$ cat config.mk
export PLATFORM = sky130hd
export DESIGN_NAME = sar_adc_sequencer
export DESIGN_NICKNAME = d
export VERILOG_FILES = /design/src/core/sar_adc_pkg.sv /design/src/core/sar_adc_sequencer.sv
export SDC_FILE = /design/constraint.sdc
export NUM_CORES = 1
export LEC_CHECK = 0
export BUFFER_PORTS_ARGS = -buffer_cell sky130_fd_sc_hd__clkbuf_2
export CAP_MARGIN = 5
export CORE_ASPECT_RATIO = 0.75
export CORE_UTILIZATION = 61
export CTS_CLUSTER_DIAMETER = 50
export CTS_CLUSTER_SIZE = 30
export DETAILED_ROUTE_END_ITERATION = 8
export HOLD_SLACK_MARGIN = 0.06
export PLACE_DENSITY = 0.8
export SYNTH_ARGS = -nofsm -noshare
export SYNTH_HDL_FRONTEND = slang
export SYNTH_SLANG_ARGS = --single-unit
$ cat constraint.sdc
create_clock -name sys_clk -period 4.14 [get_ports sys_clk]
set_clock_uncertainty 0.05 [all_clocks]
set_input_delay 0 -clock sys_clk [delete_from_list [all_inputs] [get_ports sys_clk]]
set_output_delay 0 -clock sys_clk [all_outputs]
set_load 0.02 [all_outputs]
$ cat src/core/sar_adc_pkg.sv
// shared constants and types for the converter sequencer
package sar_adc_pkg;

   // ==========================================================
   // widths and timing
   localparam int          ADDR_W    = 6;
   localparam int          DATA_W    = 16;
   localparam int          RES_W     = 10;
   localparam int          BUF_DEPTH = 16;
   localparam int          CONV_TADS = 12;
   localparam int          SYNC_TADS = 2;
   localparam logic [4:0]  CONV_LAST = 5'(CONV_TADS - 1);
   localparam logic [4:0]  SYNC_LAST = 5'(SYNC_TADS - 1);

   // ==========================================================
   // register offsets (word index)
   localparam logic [5:0]  OFF_CTRL1 = 6'h00;
   localparam logic [5:0]  OFF_CTRL2 = 6'h01;
   localparam logic [5:0]  OFF_CTRL3 = 6'h02;
   localparam logic [5:0]  OFF_SCAN  = 6'h03;
   localparam logic [5:0]  OFF_BUF   = 6'h10;
   localparam logic [15:0] CTRL_RST  = 16'h0000;

   // ==========================================================
   // field positions
   localparam int C1_ON   = 15;
   localparam int C1_FMT  = 8;
   localparam int C1_TRIG = 5;
   localparam int C1_SIM  = 3;
   localparam int C1_IRQ  = 2;
   localparam int C1_SAMPLE_CONTROL_BIT = 1;
   localparam int C1_DONE = 0;
   localparam int C2_SCAN = 10;
   localparam int C2_CHANNEL_COUNT_SEL = 8;
   localparam int C2_HALF = 7;
   localparam int C2_SAMPLES_PER_IRQ = 2;
   localparam int C2_BUFFER_SPLIT_SEL = 1;
   localparam int C2_ALTERNATE_INPUT_SEL = 0;
   localparam int C3_AUTO_SAMPLE_TIME = 8;
   localparam int C3_RC   = 7;
   localparam int C3_DIV  = 0;
   localparam logic [15:0] C1_WMASK = 16'h83EF;
   localparam logic [15:0] C2_WMASK = 16'h073F;
   localparam logic [15:0] C3_WMASK = 16'h1FBF;

   // ==========================================================
   // trigger source codes
   localparam logic [2:0] TRIG_SW   = 3'h0;
   localparam logic [2:0] TRIG_EXT  = 3'h1;
   localparam logic [2:0] TRIG_TMR  = 3'h2;
   localparam logic [2:0] TRIG_PWM  = 3'h3;
   localparam logic [2:0] TRIG_AUTO = 3'h7;

   typedef struct packed {
      logic [5:0]  addr;
      logic [15:0] wdata;
      logic        wr;
      logic        rd;
   } reg_req_type;

   typedef struct packed {
      logic timer;
      logic pwm;
      logic ext;
   } trig_in_type;

   typedef enum logic [1:0] {ST_IDLE, ST_SAMPLE, ST_SYNC, ST_CONVERT} sar_state_type;

endpackage

$ cat src/core/sar_adc_sequencer.sv
// sequencing, trigger, clock and result buffer logic of the converter
// Notes on behaviour
// - sixteen 10-bit results, read formatted, write-proof
// - sample bit starts sampling, trigger starts conversion
// - each result buffered; flags after programmed count
// - sequential or simultaneous sampling of channels
// - channel count selects 1, 2 or 4
// - sequences per interrupt from 1 to 16
// - split buffer alternates halves per interrupt
// - per-interrupt field at bits 5:2
// - alternate input sets swap each sequence
// - channel zero scans mask inputs upward
// - trigger code 000: clearing sample bit converts
// - trigger code 111: convert after sample time
// - five trigger sources selectable
// - non-auto triggers get synchronising clocks
// - auto trigger, time 1: 13 clocks total
// - module-off aborts, partial result discarded
// - module-off beats a simultaneous auto start
// - after abort restart the aborted channel, or the group from channel 0 when simultaneous
// - twelve-clock conversion, divided clock
// - rc select takes the rc clock
//
// Decided for this implementation: the register offsets and strobed register access.
`timescale 1ns/1ns
module sar_adc_sequencer (
   input  wire logic                      sys_clk,      // 20 MHz system clock
   input  wire logic                      rst_b,        // async reset, active low
   input  wire sar_adc_pkg::reg_req_type  bus_req,      // register request
   output logic [15:0]                    rd_data,      // read data, one cycle later
   input  wire sar_adc_pkg::trig_in_type  trig,         // external trigger pulses
   input  wire logic                      rc_tick,      // rc oscillator tick pulse
   input  wire logic [9:0]                adc_result,   // converter result
   output logic [3:0]                     sample_hold,  // holds in acquisition
   output logic                           conv_busy,    // conversion in progress
   output logic [1:0]                     conv_channel, // channel being converted
   output logic                           use_set_b,    // input set b selected
   output logic [3:0]                     ch0_input,    // scanned channel zero input
   output logic                           irq_flag,     // conversion irq flag
   output logic                           done          // done bit
);
   import sar_adc_pkg::*;

   // ==========================================================
   // decode helpers
   function automatic logic [2:0] chan_count(input logic [1:0] sel);
      unique case (sel)
         2'b00:   chan_count = 3'd1;
         2'b01:   chan_count = 3'd2;
         default: chan_count = 3'd4;
      endcase
   endfunction

   function automatic logic [15:0] fmt(input logic [9:0] v, input logic [1:0] f);
      unique case (f)
         2'b00: fmt = {6'h00, v};
         2'b01: fmt = {{7{~v[9]}}, v[8:0]};
         2'b10: fmt = {v, 6'h00};
         2'b11: fmt = {~v[9], v[8:0], 6'h00};
      endcase
   endfunction

   function automatic logic [3:0] next_scan(input logic [15:0] m, input logic [3:0] p);
      logic hit;
      hit = 1'b0;
      next_scan = 4'h0;
      for (int i = 0; i < 16; i++)
      begin
         if (!hit && m[i] && (i >= int'(p)))
         begin
            next_scan = 4'(i);
            hit = 1'b1;
         end
      end
   endfunction

   // ==========================================================
   // control registers
   logic [15:0]   c1_q, c2_q, c3_q, scan_q;
   logic [9:0]    buf_q [BUF_DEPTH];
   sar_state_type state_q;
   logic [4:0]    cnt_q;
   logic [1:0]    ch_idx_q;
   logic [3:0]    seq_cnt_q, wr_ptr_q, scan_pos_q;
   logic          half_q, alt_q, tad_tick;
   logic          trig_fire, seq_irq, conv_done;

   logic wr1, wr2, wr3, wrs;
   assign wr1 = bus_req.wr && bus_req.addr == OFF_CTRL1;
   assign wr2 = bus_req.wr && bus_req.addr == OFF_CTRL2;
   assign wr3 = bus_req.wr && bus_req.addr == OFF_CTRL3;
   assign wrs = bus_req.wr && bus_req.addr == OFF_SCAN;

   logic       on_eff, sample_control_bit, sim, buffer_split_sel, alternate_input_sel, scan_en, rc_sel;
   logic [2:0] src, nch;
   logic [3:0] samples_per_irq;
   logic [4:0] auto_sample_time;
   logic [5:0] div;
   // a clearing write of module_on acts in its own cycle
   assign on_eff  = wr1 ? bus_req.wdata[C1_ON] : c1_q[C1_ON];
   assign sample_control_bit    = c1_q[C1_SAMPLE_CONTROL_BIT];
   assign sim     = c1_q[C1_SIM];
   assign src     = c1_q[C1_TRIG +: 3];
   assign samples_per_irq    = c2_q[C2_SAMPLES_PER_IRQ +: 4];
   assign buffer_split_sel    = c2_q[C2_BUFFER_SPLIT_SEL];
   assign alternate_input_sel    = c2_q[C2_ALTERNATE_INPUT_SEL];
   assign scan_en = c2_q[C2_SCAN];
   assign nch     = chan_count(c2_q[C2_CHANNEL_COUNT_SEL +: 2]);
   assign auto_sample_time    = c3_q[C3_AUTO_SAMPLE_TIME +: 5];
   assign rc_sel  = c3_q[C3_RC];
   assign div     = c3_q[C3_DIV +: 6];

   always_ff @(posedge sys_clk or negedge rst_b)
   begin
      if (!rst_b)
         c1_q <= CTRL_RST;
      else
      begin
         if (wr1)
            c1_q <= bus_req.wdata & C1_WMASK;
         if (trig_fire)
            c1_q[C1_SAMPLE_CONTROL_BIT] <= 1'b0;
         if (wr1 && !bus_req.wdata[C1_ON])
            c1_q[C1_SAMPLE_CONTROL_BIT] <= 1'b0;
         // flags set after count, set wins
         if (seq_irq)
         begin
            c1_q[C1_IRQ]  <= 1'b1;
            c1_q[C1_DONE] <= 1'b1;
         end
      end
   end

   always_ff @(posedge sys_clk or negedge rst_b)
   begin
      if (!rst_b)
      begin
         c2_q   <= CTRL_RST;
         c3_q   <= CTRL_RST;
         scan_q <= CTRL_RST;
      end
      else
      begin
         if (wr2)
            c2_q <= bus_req.wdata & C2_WMASK;
         if (wr3)
            c3_q <= bus_req.wdata & C3_WMASK;
         if (wrs)
            scan_q <= bus_req.wdata;
      end
   end

   // ==========================================================
   // register read port
   always_ff @(posedge sys_clk or negedge rst_b)
   begin
      if (!rst_b)
         rd_data <= 16'h0000;
      else if (bus_req.rd)
      begin
         if (bus_req.addr[5:4] == OFF_BUF[5:4])
            rd_data <= fmt(buf_q[bus_req.addr[3:0]], c1_q[C1_FMT +: 2]);
         else if (bus_req.addr == OFF_CTRL1)
            rd_data <= c1_q;
         else if (bus_req.addr == OFF_CTRL2)
            rd_data <= c2_q | (16'(half_q) << C2_HALF);
         else if (bus_req.addr == OFF_CTRL3)
            rd_data <= c3_q;
         else if (bus_req.addr == OFF_SCAN)
            rd_data <= scan_q;
         else
            rd_data <= 16'h0000;
      end
   end

   // ==========================================================
   // conversion clock
   logic [6:0] acc_q, lim, sum, rem;
   logic       div_tick;
   // period is half a cycle times divider plus one
   assign lim      = {1'b0, div} + 7'd1;
   assign sum      = acc_q + 7'd2;
   assign div_tick = sum >= lim;
   assign rem      = sum - lim;
   assign tad_tick = rc_sel ? rc_tick : div_tick;

   always_ff @(posedge sys_clk or negedge rst_b)
   begin
      if (!rst_b)
         acc_q <= 7'd0;
      else if (!c1_q[C1_ON])
         acc_q <= 7'd0;
      else if (div_tick)
         acc_q <= (rem >= lim) ? 7'd0 : rem;
      else
         acc_q <= sum;
   end

   // ==========================================================
   // sequencer
   logic trig_hit, last_ch, seq_end, go_auto, ext_ev;
   assign last_ch = {1'b0, ch_idx_q} == nch - 3'd1;

   always_comb
   begin
      ext_ev = 1'b0;
      unique case (src)
         TRIG_SW:  ext_ev = !sample_control_bit;
         TRIG_EXT: ext_ev = trig.ext;
         TRIG_TMR: ext_ev = trig.timer;
         TRIG_PWM: ext_ev = trig.pwm;
         default:  ext_ev = 1'b0;
      endcase
   end

   assign go_auto   = src == TRIG_AUTO && tad_tick && (cnt_q + 5'd1) >= auto_sample_time;
   // software trigger is the falling sample bit
   assign trig_hit  = go_auto || (src != TRIG_AUTO && ext_ev);
   assign trig_fire = state_q == ST_SAMPLE && trig_hit && on_eff;
   assign conv_done = state_q == ST_CONVERT && tad_tick && cnt_q == CONV_LAST && on_eff;
   assign seq_end   = conv_done && last_ch;
   // interrupt after samples_per_irq plus one sequences
   assign seq_irq   = seq_end && seq_cnt_q == samples_per_irq;

   always_ff @(posedge sys_clk or negedge rst_b)
   begin
      if (!rst_b)
      begin
         state_q <= ST_IDLE;
         cnt_q   <= 5'd0;
      end
      else if (!on_eff)
      begin
         state_q <= ST_IDLE;
         cnt_q   <= 5'd0;
      end
      else
      begin
         unique case (state_q)
            ST_IDLE:
               if (sample_control_bit)
               begin
                  state_q <= ST_SAMPLE;
                  cnt_q   <= 5'd0;
               end
            ST_SAMPLE:
               if (trig_fire)
               begin
                  state_q <= go_auto ? ST_CONVERT : ST_SYNC;
                  cnt_q   <= 5'd0;
               end
               else if (tad_tick && cnt_q != 5'h1F)
                  cnt_q <= cnt_q + 5'd1;
            ST_SYNC:
               if (tad_tick && cnt_q == SYNC_LAST)
               begin
                  state_q <= ST_CONVERT;
                  cnt_q   <= 5'd0;
               end
               else if (tad_tick)
                  cnt_q <= cnt_q + 5'd1;
            ST_CONVERT:
               if (conv_done)
               begin
                  state_q <= (sim && !last_ch) ? ST_CONVERT : ST_IDLE;
                  cnt_q   <= 5'd0;
               end
               else if (tad_tick)
                  cnt_q <= cnt_q + 5'd1;
         endcase
      end
   end

   // ==========================================================
   // channel, sequence and pointer tracking
   logic       aborting;
   logic [3:0] base_next;
   assign aborting  = !on_eff && state_q != ST_IDLE;
   assign base_next = (buffer_split_sel && !half_q) ? 4'h8 : 4'h0;

   always_ff @(posedge sys_clk or negedge rst_b)
   begin
      if (!rst_b)
      begin
         ch_idx_q  <= 2'd0;
         seq_cnt_q <= 4'd0;
         wr_ptr_q  <= 4'd0;
         half_q    <= 1'b0;
         alt_q     <= 1'b0;
      end
      else if (conv_done)
      begin
         ch_idx_q <= last_ch ? 2'd0 : ch_idx_q + 2'd1;
         wr_ptr_q <= seq_irq ? base_next : wr_ptr_q + 4'd1;
         if (seq_irq)
         begin
            seq_cnt_q <= 4'd0;
            half_q    <= buffer_split_sel ? !half_q : 1'b0;
         end
         else if (seq_end)
            seq_cnt_q <= seq_cnt_q + 4'd1;
         if (seq_end)
            alt_q <= alternate_input_sel ? !alt_q : 1'b0;
      end
      else if (aborting && state_q != ST_SAMPLE && sim)
         ch_idx_q <= 2'd0;
   end

   always_ff @(posedge sys_clk or negedge rst_b)
   begin
      if (!rst_b)
         scan_pos_q <= 4'd0;
      else if (seq_irq)
         scan_pos_q <= 4'd0;
      else if (conv_done && ch_idx_q == 2'd0 && scan_en)
         scan_pos_q <= ch0_input + 4'd1;
   end

   always_ff @(posedge sys_clk)
   begin
      if (conv_done)
         buf_q[wr_ptr_q] <= adc_result;
   end

   // ==========================================================
   // outputs
   logic [3:0] grp_mask;
   assign grp_mask     = 4'((5'd1 << nch) - 5'd1);
   assign sample_hold  = state_q != ST_SAMPLE ? 4'h0 :
                         sim ? grp_mask : 4'(4'h1 << ch_idx_q);
   assign conv_busy    = state_q == ST_CONVERT;
   assign conv_channel = ch_idx_q;
   assign use_set_b    = alternate_input_sel && alt_q;
   assign ch0_input    = scan_en ? next_scan(scan_q, scan_pos_q) : 4'h0;
   assign irq_flag     = c1_q[C1_IRQ];
   assign done         = c1_q[C1_DONE];

   // ==========================================================
   // checks
   // write pointer moves only on a finished conversion
   property p_buf_ro;
      @(posedge sys_clk) disable iff (!rst_b)
      !conv_done |=> wr_ptr_q == $past(wr_ptr_q);
   endproperty
   a_buf_ro: assert property (p_buf_ro) else $error("buffer changed");

   property p_irq_cause;
      @(posedge sys_clk) disable iff (!rst_b)
      $rose(irq_flag) |-> $past(seq_irq) && $past(seq_cnt_q) == $past(samples_per_irq);
   endproperty
   a_irq_cause: assert property (p_irq_cause) else $error("irq without count");

   property p_sw_trig;
      @(posedge sys_clk) disable iff (!rst_b)
      state_q == ST_SAMPLE && src == TRIG_SW && !sample_control_bit && on_eff |=> state_q == ST_SYNC;
   endproperty
   a_sw_trig: assert property (p_sw_trig) else $error("sw trigger missed");

   property p_sync_len;
      @(posedge sys_clk) disable iff (!rst_b)
      state_q == ST_SAMPLE ##1 state_q == ST_SYNC |-> cnt_q == 5'd0;
   endproperty
   a_sync_len: assert property (p_sync_len) else $error("sync count bad");

   property p_abort;
      @(posedge sys_clk) disable iff (!rst_b)
      wr1 && !bus_req.wdata[C1_ON] |=> state_q == ST_IDLE && !sample_control_bit;
   endproperty
   a_abort: assert property (p_abort) else $error("abort ignored");

   property p_no_partial;
      @(posedge sys_clk) disable iff (!rst_b)
      conv_done |-> cnt_q == CONV_LAST && state_q == ST_CONVERT;
   endproperty
   a_no_partial: assert property (p_no_partial) else $error("early result");

   property p_auto_clear;
      @(posedge sys_clk) disable iff (!rst_b)
      state_q == ST_SAMPLE && go_auto && !on_eff |=> state_q == ST_IDLE;
   endproperty
   a_auto_clear: assert property (p_auto_clear) else $error("start beat off");

   property p_rewind;
      @(posedge sys_clk) disable iff (!rst_b)
      seq_irq |=> wr_ptr_q == (buffer_split_sel ? {half_q, 3'b000} : 4'h0) && seq_cnt_q == 4'd0;
   endproperty
   a_rewind: assert property (p_rewind) else $error("pointer not rewound");

   property p_split_half;
      @(posedge sys_clk) disable iff (!rst_b)
      conv_done && buffer_split_sel |-> wr_ptr_q[3] == half_q;
   endproperty
   a_split_half: assert property (p_split_half) else $error("wrong half");

endmodule // sar_adc_sequencer

==> results by group, run 1 <==
Status
  • Run status: finished, violations left
  • Failing checks: design-rule violations

Setup path
  • Reg-to-reg endpoint: buf_q[6][6]$_DFFE_PP_
  • RR Startpoint: c3_q[0]$_DFFE_PN0P_
  • Reg2Reg Depth: 10
  • Worst Setup End Kind: flop
  • Reg2reg setup slack: 0.21 ns
  • Worst Path Required: 4.25 ns
  • Worst-path fanout max: 10
  • Startpoint types: flop
  • Arr. time, crit path: 4.04 ns
  • Crit Path Category: reg -> reg

Synthesis
  • Post-Synth Adder-Cell Area: 0.0372
  • Cell Area, Synth: 12300 um2
  • Async SR Flop Fraction: 0.368
  • Post-synth EDFFs: 160
  • Largest family of logic cells by synthesized area: multiplexers
  • Simple-gate portion of the synthesized area: 0.0986
  • Yosys warning count: 0
  • Sequential share of the synthesized area: 0.580
  • Syn nets: 963
  • Cells after Synth: 887
  • Post-Syn Area per Cell: 13.9 um2
  • Seq cells post-synth: 253
  • Compound-cell area share of the yosys netlist: 0.0832
  • Netlist cell types: 75
  • Multiplexer area fraction after synthesis: 0.152
  • XOR/XNOR Fraction of Synth Area: 0.0164
  • Ys flop type: edfxtp_1

Final layout
  • Fin util: 0.710
  • Design area: 13900 um2
  • Net count, final: 1056
  • ANT cells: 0
  • P&R area growth vs syn: 12.9%
  • Layout cells sized above 1: 0.210

Hold path
  • Worst min path class: in -> async

GRT
  • Tot GR Track Use: 0.308
  • First-pass GRT wire length: 47300 um
  • Number of global-route vias before repair: 7753
  • Initial antenna violation count: 1
  • Gr ovfl total: 0
  • Largest net degree at the start of global routing: 69

Placed design
  • DP Area: 12800 um2
  • Final Wtd Congestion: 0.935
  • PortBufs: 69
  • DP HPWL: 21200 um
  • Dpl ws: 0.353 ns

STA
  • Tcrit/Tclk final: 0.949
  • Slew Viols, Final: 0
  • Final Hold Vio Count: 0
  • Max-slew headroom: 0.395
  • F_max: 254 MHz
  • Min cycle time layout: 3.93 ns
  • Setup repair after global routing missed its margin: false
  • Setup-failing EPs final: 0
  • Worst Slack Setup Final: 0.210 ns
  • Final TNS setup: 0 ns
  • Worst slew pin tran: 0.901 ns

Floorplanning
  • # IOs: 70
  • Core area: 19500 um2
  • # rows: 44
  • Die width: 166 um
  • Initial Util: 0.629
  • Die area: 20700 um2
  • Die height: 125 um

Routing
  • DRT iter0 DRCs: 1120
  • Pre-Repair DR Iteration Count: 7
  • DR vias: 8147
  • Routed wire length: 30700 um
  • Vias per cell: 6.53
  • Wire per inst: 24.7 um
  • # DRC: 6
  • Final ANT Viol Nets: 0

CTS
  • CTS tree: done
  • Clock-pin slew on the worst setup and hold paths: 0.08 ns
  • H-tree levels: 1
  • Post-CTS Setup Repair Bufs: 0
  • Worst-Skew Late Latency: 0.54 ns
  • CTS max path bufs: 3
  • Root buffer cell: clkbuf_16
  • Sink Count: 253
  • CTS buffer count: 21

Power
  • Power density cells: 499 nW/um2
  • Leak pwr: 5.39 nW
  • Peak supply drop: 0.490 mV

Run
  • Max Cap Violations: 0
-- cell families after synthesis --
kind of cell	after synthesis
buf+inv	73
simple gates	241
fa+ha+maj	36
mux	103
compound gates	158
flops	253
xor+xnor	23
-- worst max-delay path, cell delays in order (launching register included) --
cell and delay, ns:
dfrtp_1 0.48, ha_1 0.26, nand3_1 0.10, xor2_1 0.17, ha_1 0.33, nand3_1 0.12, o21ai_0 0.28, o32ai_1 0.18
nor3_1 0.76, and3_1 0.33, and2_1 0.50
-- sequential cells by signal, indices dropped and copies added (netlist names), 4 cells and up --
name and cells:
c2_q 9, buf_q 160, seq_cnt_q 4, c1_q 10
c3_q 12, scan_pos_q 4, acc_q 7, cnt_q 5
scan_q 16, rd_data 16, wr_ptr_q 4
-- worst max path at each step --
| stage | start | to |
|---|---|---|
| floorplan | c3_q[0]$_DFFE_PN0P_ | buf_q[11][0]$_DFFE_PP_ |
| global placement | c3_q[0]$_DFFE_PN0P_ | buf_q[6][4]$_DFFE_PP_ |
| detailed placement | c3_q[0]$_DFFE_PN0P_ | buf_q[6][4]$_DFFE_PP_ |
| CTS | c3_q[0]$_DFFE_PN0P_ | buf_q[5][3]$_DFFE_PP_ |
| global route | c3_q[0]$_DFFE_PN0P_ | buf_q[2][6]$_DFFE_PP_ |
| finish | c3_q[0]$_DFFE_PN0P_ | buf_q[6][6]$_DFFE_PP_ |
-- timing repair --
item                       in CTS  in global routing
setup endpoints to repair       0                 10
gates resized for setup         0                  1
hold buffers                   32                  0
hold endpoints to repair      282                  0
-- per-stage QoR --
| step | instances | hold slack [ns] | total power, W |
|---|---|---|---|
| 3_3_place_gp | 1178 | 0.115 | 0.00465 |
| 2_1_floorplan | 887 | -0.346 | 0.00421 |
| 5_1_grt | 1247 | 0.125 | 0.00722 |
| 3_5_place_dp | 1178 | 0.118 | 0.00467 |
| 6_report | 1247 | 0.0872 | 0.00693 |
| 4_1_cts | 1247 | 0.0662 | 0.00690 |
-- cells in the mapped netlist, drive strengths merged (5+ instances only) --
master,count,share of area
a21boi,8,0.0049
or3,5,0.0025
nor2,47,0.015
and2,16,0.0081
clkbuf,13,0.0043
a211oi,9,0.0055
nor2b,14,0.0073
xor2,9,0.0064
nand3,30,0.012
a22oi,9,0.0055
mux4,59,0.11
nand2,66,0.020
dfrtp,93,0.19
nand4,11,0.0056
ha,35,0.036
buf,25,0.016
mux2,39,0.036
and3,12,0.0062
edfxtp,160,0.39
xnor2,14,0.010
nor3,11,0.0045
inv,33,0.010
o21ai,48,0.020
o21a,6,0.0037
nand2b,14,0.0071
mux2i,5,0.0041
a21oi,34,0.014
-- routing by layer --
layer,global-route usage,part of all wire,vias up
met1,0.471,0.42,4002
met4,0.0885,0.029,0
met3,0.0798,0.12,69
li1,-,-,3588
met2,0.437,0.43,488
met5,0,0,-
-- cells in the final DEF, fill, tap and decap left out, types with 4 or more instances in the layout --
cell type and count:
edfxtp_1 160, dfrtp_1 93, clkbuf_2 67, nand2_1 66, nor2_1 46, o21ai_0 44, mux4_2 44, mux2_2 39
ha_1 35, a21oi_1 34, inv_1 32, dlygate4sd3_1 32, nand3_1 30, clkbuf_16 21, and2_1 15, mux4_1 15
nand2b_1 14, xnor2_1 14, nor2b_1 13, and3_1 11, nand4_1 11, buf_4 11, xor2_1 9, nor3_1 9
a211oi_1 9, a22oi_1 9, a21boi_0 7, o21a_1 6, or3_1 5, mux2i_1 5, o22ai_1 4, o21ai_1 4
a22o_1 4, o2bb2ai_1 4, inv_8 4
-- cell type report --
type,instances,area (um2)
fillers,1274,5660
clock inverters,15,262
multi-input cells,561,4780
repair buffers,110,738
flip-flops and latches,253,7130
well taps,253,317
clock buffers,22,529
inverters,33,124
-- report_power, final --
part / leakage (nW) / switching, W / internal, W
sequential: 2.66 / 0.000170 / 0.00281
combinational: 2.35 / 0.00101 / 0.000706
clock: 0.381 / 0.00112 / 0.00112
total: 5.39 / 0.00230 / 0.00463
Note: power is estimated with default switching activity, not from simulation.
==> inputs of run 2 (changes only) <==
ABC_CLOCK_PERIOD_IN_PS = 4140   (was unset)
CORE_MARGIN = 8   (was unset)
GPL_ROUTABILITY_DRIVEN = 0   (was unset)
==> run 2 against run 1 <==
Effect of this change:
- die area grew 21%
- global-route usage shrank 5.7 points
- via count grew 0.96%
- first-iteration DRC count grew 3.2%
- the run now ends clean
==> results by group, run 2 (synthesis results as in run 1) <==
STA
  • Worst Slack Setup Final: 0.247 ns (+0.0368 ns)
  • Tcrit/Tclk final: 0.940 (-0.00889)
  • Worst slew pin tran: 0.859 ns (-0.0412 ns)
  • Final Hold Vio Count: 0 (unchanged)
  • Min cycle time layout: 3.89 ns (-0.0368 ns)
  • Slew Viols, Final: 0 (unchanged)
  • Setup-failing EPs final: 0 (unchanged)
  • Max-slew headroom: 0.424 (+0.0291)
  • F_max: 257 MHz (+0.95%)
  • Final TNS setup: 0 ns (unchanged)

Setup path
  • Worst path cell trace: ha_1 -> nand3_1 -> xor2_1 -> ha_1 -> nand3_1 -> o21ai_0 -> o32ai_1 -> nor2_1 -> nand3_2 -> nor3_1 -> and2_1
  • Max stage delay on crit path: 0.53 ns (-0.23 ns)
  • Buf/Inv on CP: 0 (unchanged)
  • Crit Path Category: reg -> reg
  • Worst Setup End Kind: flop
  • Worst-path fanout max: 10 (unchanged)
  • Reg2reg setup slack: 0.25 ns (+0.04 ns)
  • Arr. time, crit path: 3.99 ns (-0.05 ns)
  • Worst path slowest cell: and2_1
  • Startpoint types: flop
  • Critical path's top delay family: simple AND/OR/NAND/NOR gates
  • Worst Path Required: 4.24 ns (about the same)

Floorplanning
  • Die width: 180 um (+8.4%)
  • # rows: 45 (+2.3%)
  • Die area: 25000 um2 (+21%)
  • Core area: 20000 um2 (+2.3%)
  • # IOs: 70 (unchanged)
  • Die height: 139 um (+11%)
  • Initial Util: 0.615 (-0.0140)

Final layout
  • Largest Register: buf_q
  • Most common cell after layout, fill and taps aside: edfxtp_1
  • ANT cells: 0 (unchanged)
  • P&R area growth vs syn: 11.6%
  • Register area: 7130 um2 (unchanged)
  • Filler cells: 1313 (+3.1%)
  • Regs by FF count: buf_q (160), rd_data (16), scan_q (16)
  • Multi-input gate area: 4790 um2 (+0.13%)
  • Most frequent cells in the layout: edfxtp_1 (160), dfrtp_1 (93), clkbuf_2 (67)
  • Layout cells sized above 1: 0.206 (-0.00459)
  • Net count, final: 1051 (-0.47%)
  • Fin util: 0.686 (-0.0240)
  • Max FFs per register: 160 (unchanged)

Routing
  • Final ANT Viol Nets: 0 (unchanged)
  • Met1 wire length: 13100 um (+0.70%)
  • Vias per cell: 6.61 (+1.1%)
  • DR vias: 8225 (+0.96%)
  • DR top layer: met5
  • Wire length on met2: 13600 um (+3.3%)
  • Metal3 WL: 3970 um (+7.9%)
  • DRT iter0 DRCs: 1156 (+3.2%)
  • # DRC: 0 (-6)
  • Wire per inst: 25.3 um (+2.5%)
  • Routed wire length: 31500 um (+2.3%)
  • Pre-Repair DR Iteration Count: 5 (-2)

Power
  • Leak pwr: 5.30 nW (-1.7%)
  • Peak supply drop: 0.411 mV (-16%)
  • Power density cells: 481 nW/um2 (-3.7%)
  • Power Total: 0.00659 W (-4.8%)

Run
  • Max Cap Violations: 0 (unchanged)

CTS
  • Worst-Skew Late Latency: 0.52 ns (-0.02 ns)
  • CTS buffer count: 18 (-14%)
  • CTS tree: done
  • CTS max path bufs: 3 (unchanged)
  • H-tree levels: 1 (unchanged)
  • Post-CTS Setup Repair Bufs: 0 (unchanged)
  • Sink Count: 253 (unchanged)
  • Root buffer cell: clkbuf_16
  • Clock-pin slew on the worst setup and hold paths: 0.08 ns (about the same)

GRT
  • Tot GR Track Use: 0.251 (-0.0569)
  • Largest net degree at the start of global routing: 61 (-12%)
  • Initial antenna violation count: 1 (unchanged)
  • First-pass GRT wire length: 48200 um (+2.1%)
  • Gr ovfl total: 0 (unchanged)
  • Number of global-route vias before repair: 8046 (+3.8%)

Placed design
  • Dpl ws: 0.293 ns (-0.0605 ns)
  • DP HPWL: 21700 um (+2.3%)
  • PortBufs: 69 (unchanged)

Status
  • Run status: finished clean

Hold path
  • Worst min path class: in -> reg
run 2: cell count changes in the layout (fill, tap and decap cells not counted), moves of 2 or more:
cell        before  now
inv_8            4    0
clkbuf_16       21   19
inv_16           3    1
clkinvlp_4       0    2
buf_4           11    9
run 2: path summary, 6_finish.rpt:
path                                            from                      end  depth (start not counted)
min in group asynchronous                      rst_b   scan_q[11]$_DFFE_PN0P_                          3
max in group asynchronous                      rst_b        alt_q$_DFFE_PN0P_                          4
worst max-delay path             c3_q[0]$_DFFE_PN0P_    buf_q[1][0]$_DFFE_PP_                         11
worst min register to register  c3_q[12]$_DFFE_PN0P_     c3_q[12]$_DFFE_PN0P_                          1
worst min-delay path                      bus_req[0]  rd_data[15]$_DFFE_PN0P_                          2
worst max register to register   c3_q[0]$_DFFE_PN0P_    buf_q[1][0]$_DFFE_PP_                         11
run 2: area by class of cell:
cell class                 count  share of cell area
multi-input combinational    561               0.349
timing repair buffer         108              0.0527
sequential                   253               0.520
tap                          258              0.0235
inverter                      33             0.00903
clock buffer                  20              0.0349
clock inverter                12              0.0109
run 2: through the flow:
step                instance area, um2  instances  hold slack [ns]
global route                     13700       1245            0.140
detailed placement               12800       1181           0.0476
finish                           13700       1245            0.127
floorplan                        12300        887           -0.346
global placement                 12800       1181           0.0363
CTS                              13700       1245           0.0799
run 2: power breakdown:
group | total [W] | internal (W) | switching, W
combinational | 0.00173 | 0.000711 | 0.00102
sequential | 0.00298 | 0.00281 | 0.000175
clock | 0.00188 | 0.000906 | 0.000977
total | 0.00659 | 0.00442 | 0.00217
run 2: per-layer routing:
metal,up-vias,GRT usage
li1,3574,-
met1,4093,0.352
met2,496,0.365
met3,60,0.0942
met4,2,0.0626
met5,-,0
run 2: repair_timing:
item / CTS / global route
gates resized for setup: 0 / 3
hold buffers: 32 / 0
endpoints found under the setup margin: 0 / 60
endpoints found under the hold margin: 261 / 0
==> inputs of run 3 (changes only) <==
BUFFER_PORTS_ARGS = -buffer_cell sky130_fd_sc_hd__buf_4   (was -buffer_cell sky130_fd_sc_hd__clkbuf_2)
CORE_MARGIN = unset   (was 8)
==> run 3 against run 2 <==
Effect of this change:
- the run now ends with design-rule violations left
- non-clock buffer count rose by 1
- via count fell by 0.23%
- worst setup slack better by 0.077 ns
- critical endpoint is now buf_q[14][3]$_DFFE_PP_
- count of clock-buffer cells in the layout rose by 1
- global-route usage increased by 5.3 points
==> results by group, run 3 (synthesis results as in run 1) <==
GRT
  • Number of global-route vias before repair: 7979 (-0.83%)
  • Initial antenna violation count: 0 (-1)
  • Gr ovfl total: 0 (unchanged)
  • First-pass GRT wire length: 47500 um (-1.5%)
  • Tot GR Track Use: 0.304 (+0.0533)
  • Largest net degree at the start of global routing: 61 (unchanged)

Floorplanning
  • Die width: 166 um (-7.8%)
  • Die height: 125 um (-10%)
  • Core area: 19500 um2 (-2.2%)
  • # rows: 44 (-2.2%)
  • # IOs: 70 (unchanged)
  • Die area: 20700 um2 (-17%)
  • Initial Util: 0.629 (+0.0140)

Final layout
  • Net count, final: 1054 (+0.29%)
  • Design area: 14000 um2 (+2.1%)
  • Max FFs per register: 160 (unchanged)
  • P&R area growth vs syn: 14.0%
  • Fin util: 0.717 (+0.0306)
  • Most common cell after layout, fill and taps aside: edfxtp_1
  • Largest Register: buf_q
  • Most frequent cells in the layout: edfxtp_1 (160), dfrtp_1 (93), buf_4 (79)
  • ANT cells: 0 (unchanged)
  • Regs by FF count: buf_q (160), rd_data (16), scan_q (16)
  • Layout cells sized above 1: 0.213 (+0.00703)

Placed design
  • DP HPWL: 21300 um (-1.7%)
  • DP Area: 12900 um2 (+1.4%)
  • PortBufs: 69 (unchanged)

Power
  • Leak pwr: 5.42 nW (+2.4%)
  • Power density cells: 494 nW/um2 (+2.9%)
  • Peak supply drop: 0.317 mV (-23%)

STA
  • Worst slew pin tran: 0.849 ns (-0.0107 ns)
  • Slew Viols, Final: 0 (unchanged)
  • Setup-failing EPs final: 0 (unchanged)
  • Max-slew headroom: 0.431 (+0.00717)
  • F_max: 262 MHz (+2.0%)
  • Setup repair after global routing missed its margin: false
  • Tcrit/Tclk final: 0.922 (-0.0187)
  • Final TNS setup: 0 ns (unchanged)
  • Min cycle time layout: 3.82 ns (-0.0774 ns)
  • Final Hold Vio Count: 0 (unchanged)

Status
  • Run status: finished, violations left
  • Failing checks: design-rule violations

CTS
  • Clock-pin slew on the worst setup and hold paths: 0.09 ns (about the same)
  • H-tree levels: 1 (unchanged)
  • Worst-Skew Late Latency: 0.53 ns (about the same)
  • Post-CTS Setup Repair Bufs: 0 (unchanged)
  • Sink Count: 253 (unchanged)
  • CTS tree: done
  • CTS buffer count: 20 (+2)
  • Root buffer cell: clkbuf_16
  • CTS max path bufs: 3 (unchanged)

Routing
  • Routed wire length: 30700 um (-2.4%)
  • Wire per inst: 24.7 um (-2.4%)
  • Vias per cell: 6.59 (-0.23%)
  • # DRC: 6 (+6)
  • Final ANT Viol Nets: 0 (unchanged)
  • DR vias: 8206 (-0.23%)
  • DRT iter0 DRCs: 1087 (-6.0%)
  • Pre-Repair DR Iteration Count: 8 (+3)

Run
  • Max Cap Violations: 0 (unchanged)

Setup path
  • CP startpoint: c3_q[0]$_DFFE_PN0P_
  • Worst-path fanout max: 10 (unchanged)
  • Arr. time, crit path: 3.92 ns (-0.07 ns)
  • Reg2reg setup slack: 0.32 ns (+0.08 ns)
  • Startpoint types: flop
  • CP Capture Point: buf_q[14][3]$_DFFE_PP_
  • RR Startpoint: c3_q[0]$_DFFE_PN0P_
  • Worst Path Required: 4.25 ns (about the same)
  • Reg-to-reg endpoint: buf_q[14][3]$_DFFE_PP_
  • Crit Path Category: reg -> reg
  • Worst Setup End Kind: flop
  • Reg2Reg Depth: 11 (unchanged)

Hold path
  • Worst min path class: in -> async
## run 3: how the worst min path moves through the flow
| stage | startpoint | end | cells after the start |
|---|---|---|---|
| final | rst_b | rd_data[4]$_DFFE_PN0P_ | 2 |
| after CTS | bus_req[21] | rd_data[11]$_DFFE_PN0P_ | 4 |
| after global routing | bus_req[1] | c1_q[8]$_DFFE_PN0P_ | 4 |
| after detailed placement | rst_b | rd_data[3]$_DFFE_PN0P_ | 1 |
| after global placement | rst_b | rd_data[4]$_DFFE_PN0P_ | 1 |
| after floorplan | rst_b | acc_q[0]$_DFFE_PN0P_ | 0 |
## run 3: power by group
part           leakage [nW]  internal (W)  switching (W)
Clock                 0.370       0.00114        0.00106
Sequential             2.66       0.00281       0.000170
Combinational          2.40      0.000735        0.00102
## run 3: stage by stage
stage	hold slack (ns)	cells	setup WS, ns	power (W)
6_report	0.0441	1245	0.324	0.00693
5_1_grt	0.111	1245	0.0943	0.00723
4_1_cts	0.0739	1245	0.348	0.00690
3_5_place_dp	0.0501	1179	0.452	0.00470
3_3_place_gp	0.0558	1179	0.610	0.00466
2_1_floorplan	-0.346	887	0.761	0.00421
## run 3: critical path: stages, from the launching register on
cell and delay (ns):
dfrtp_1 0.49, ha_1 0.25, nand3_1 0.11, xor2_1 0.18, ha_1 0.34, nand3_1 0.14, o21ai_0 0.26, o32ai_1 0.17
nor3_1 0.48, buf_4 0.23, and3_1 0.24, and2_1 0.50
## run 3: layer usage
layer / up-vias / global-route usage / routed length, um
met5: - / 0 / 0
met4: 0 / 0.0698 / 625
met3: 57 / 0.0731 / 3740
met2: 477 / 0.427 / 13200
met1: 4092 / 0.482 / 13200
li1: 3580 / - / -
## run 3: repair_timing
item | in CTS | in global routing
gates resized for setup | 0 | 3
hold buffers | 30 | 0
setup endpoints to repair | 0 | 17
endpoints found under the hold margin | 277 | 0
## run 3: layout make-up
type | count | area, um2
Sequential cell | 253 | 7130
Fill cell | 1255 | 5530
Multi-Input combinational cell | 561 | 4780
Timing Repair Buffer | 109 | 893
Clock buffer | 21 | 526
Tap cell | 253 | 317
Clock inverter | 15 | 238
Inverter | 33 | 124
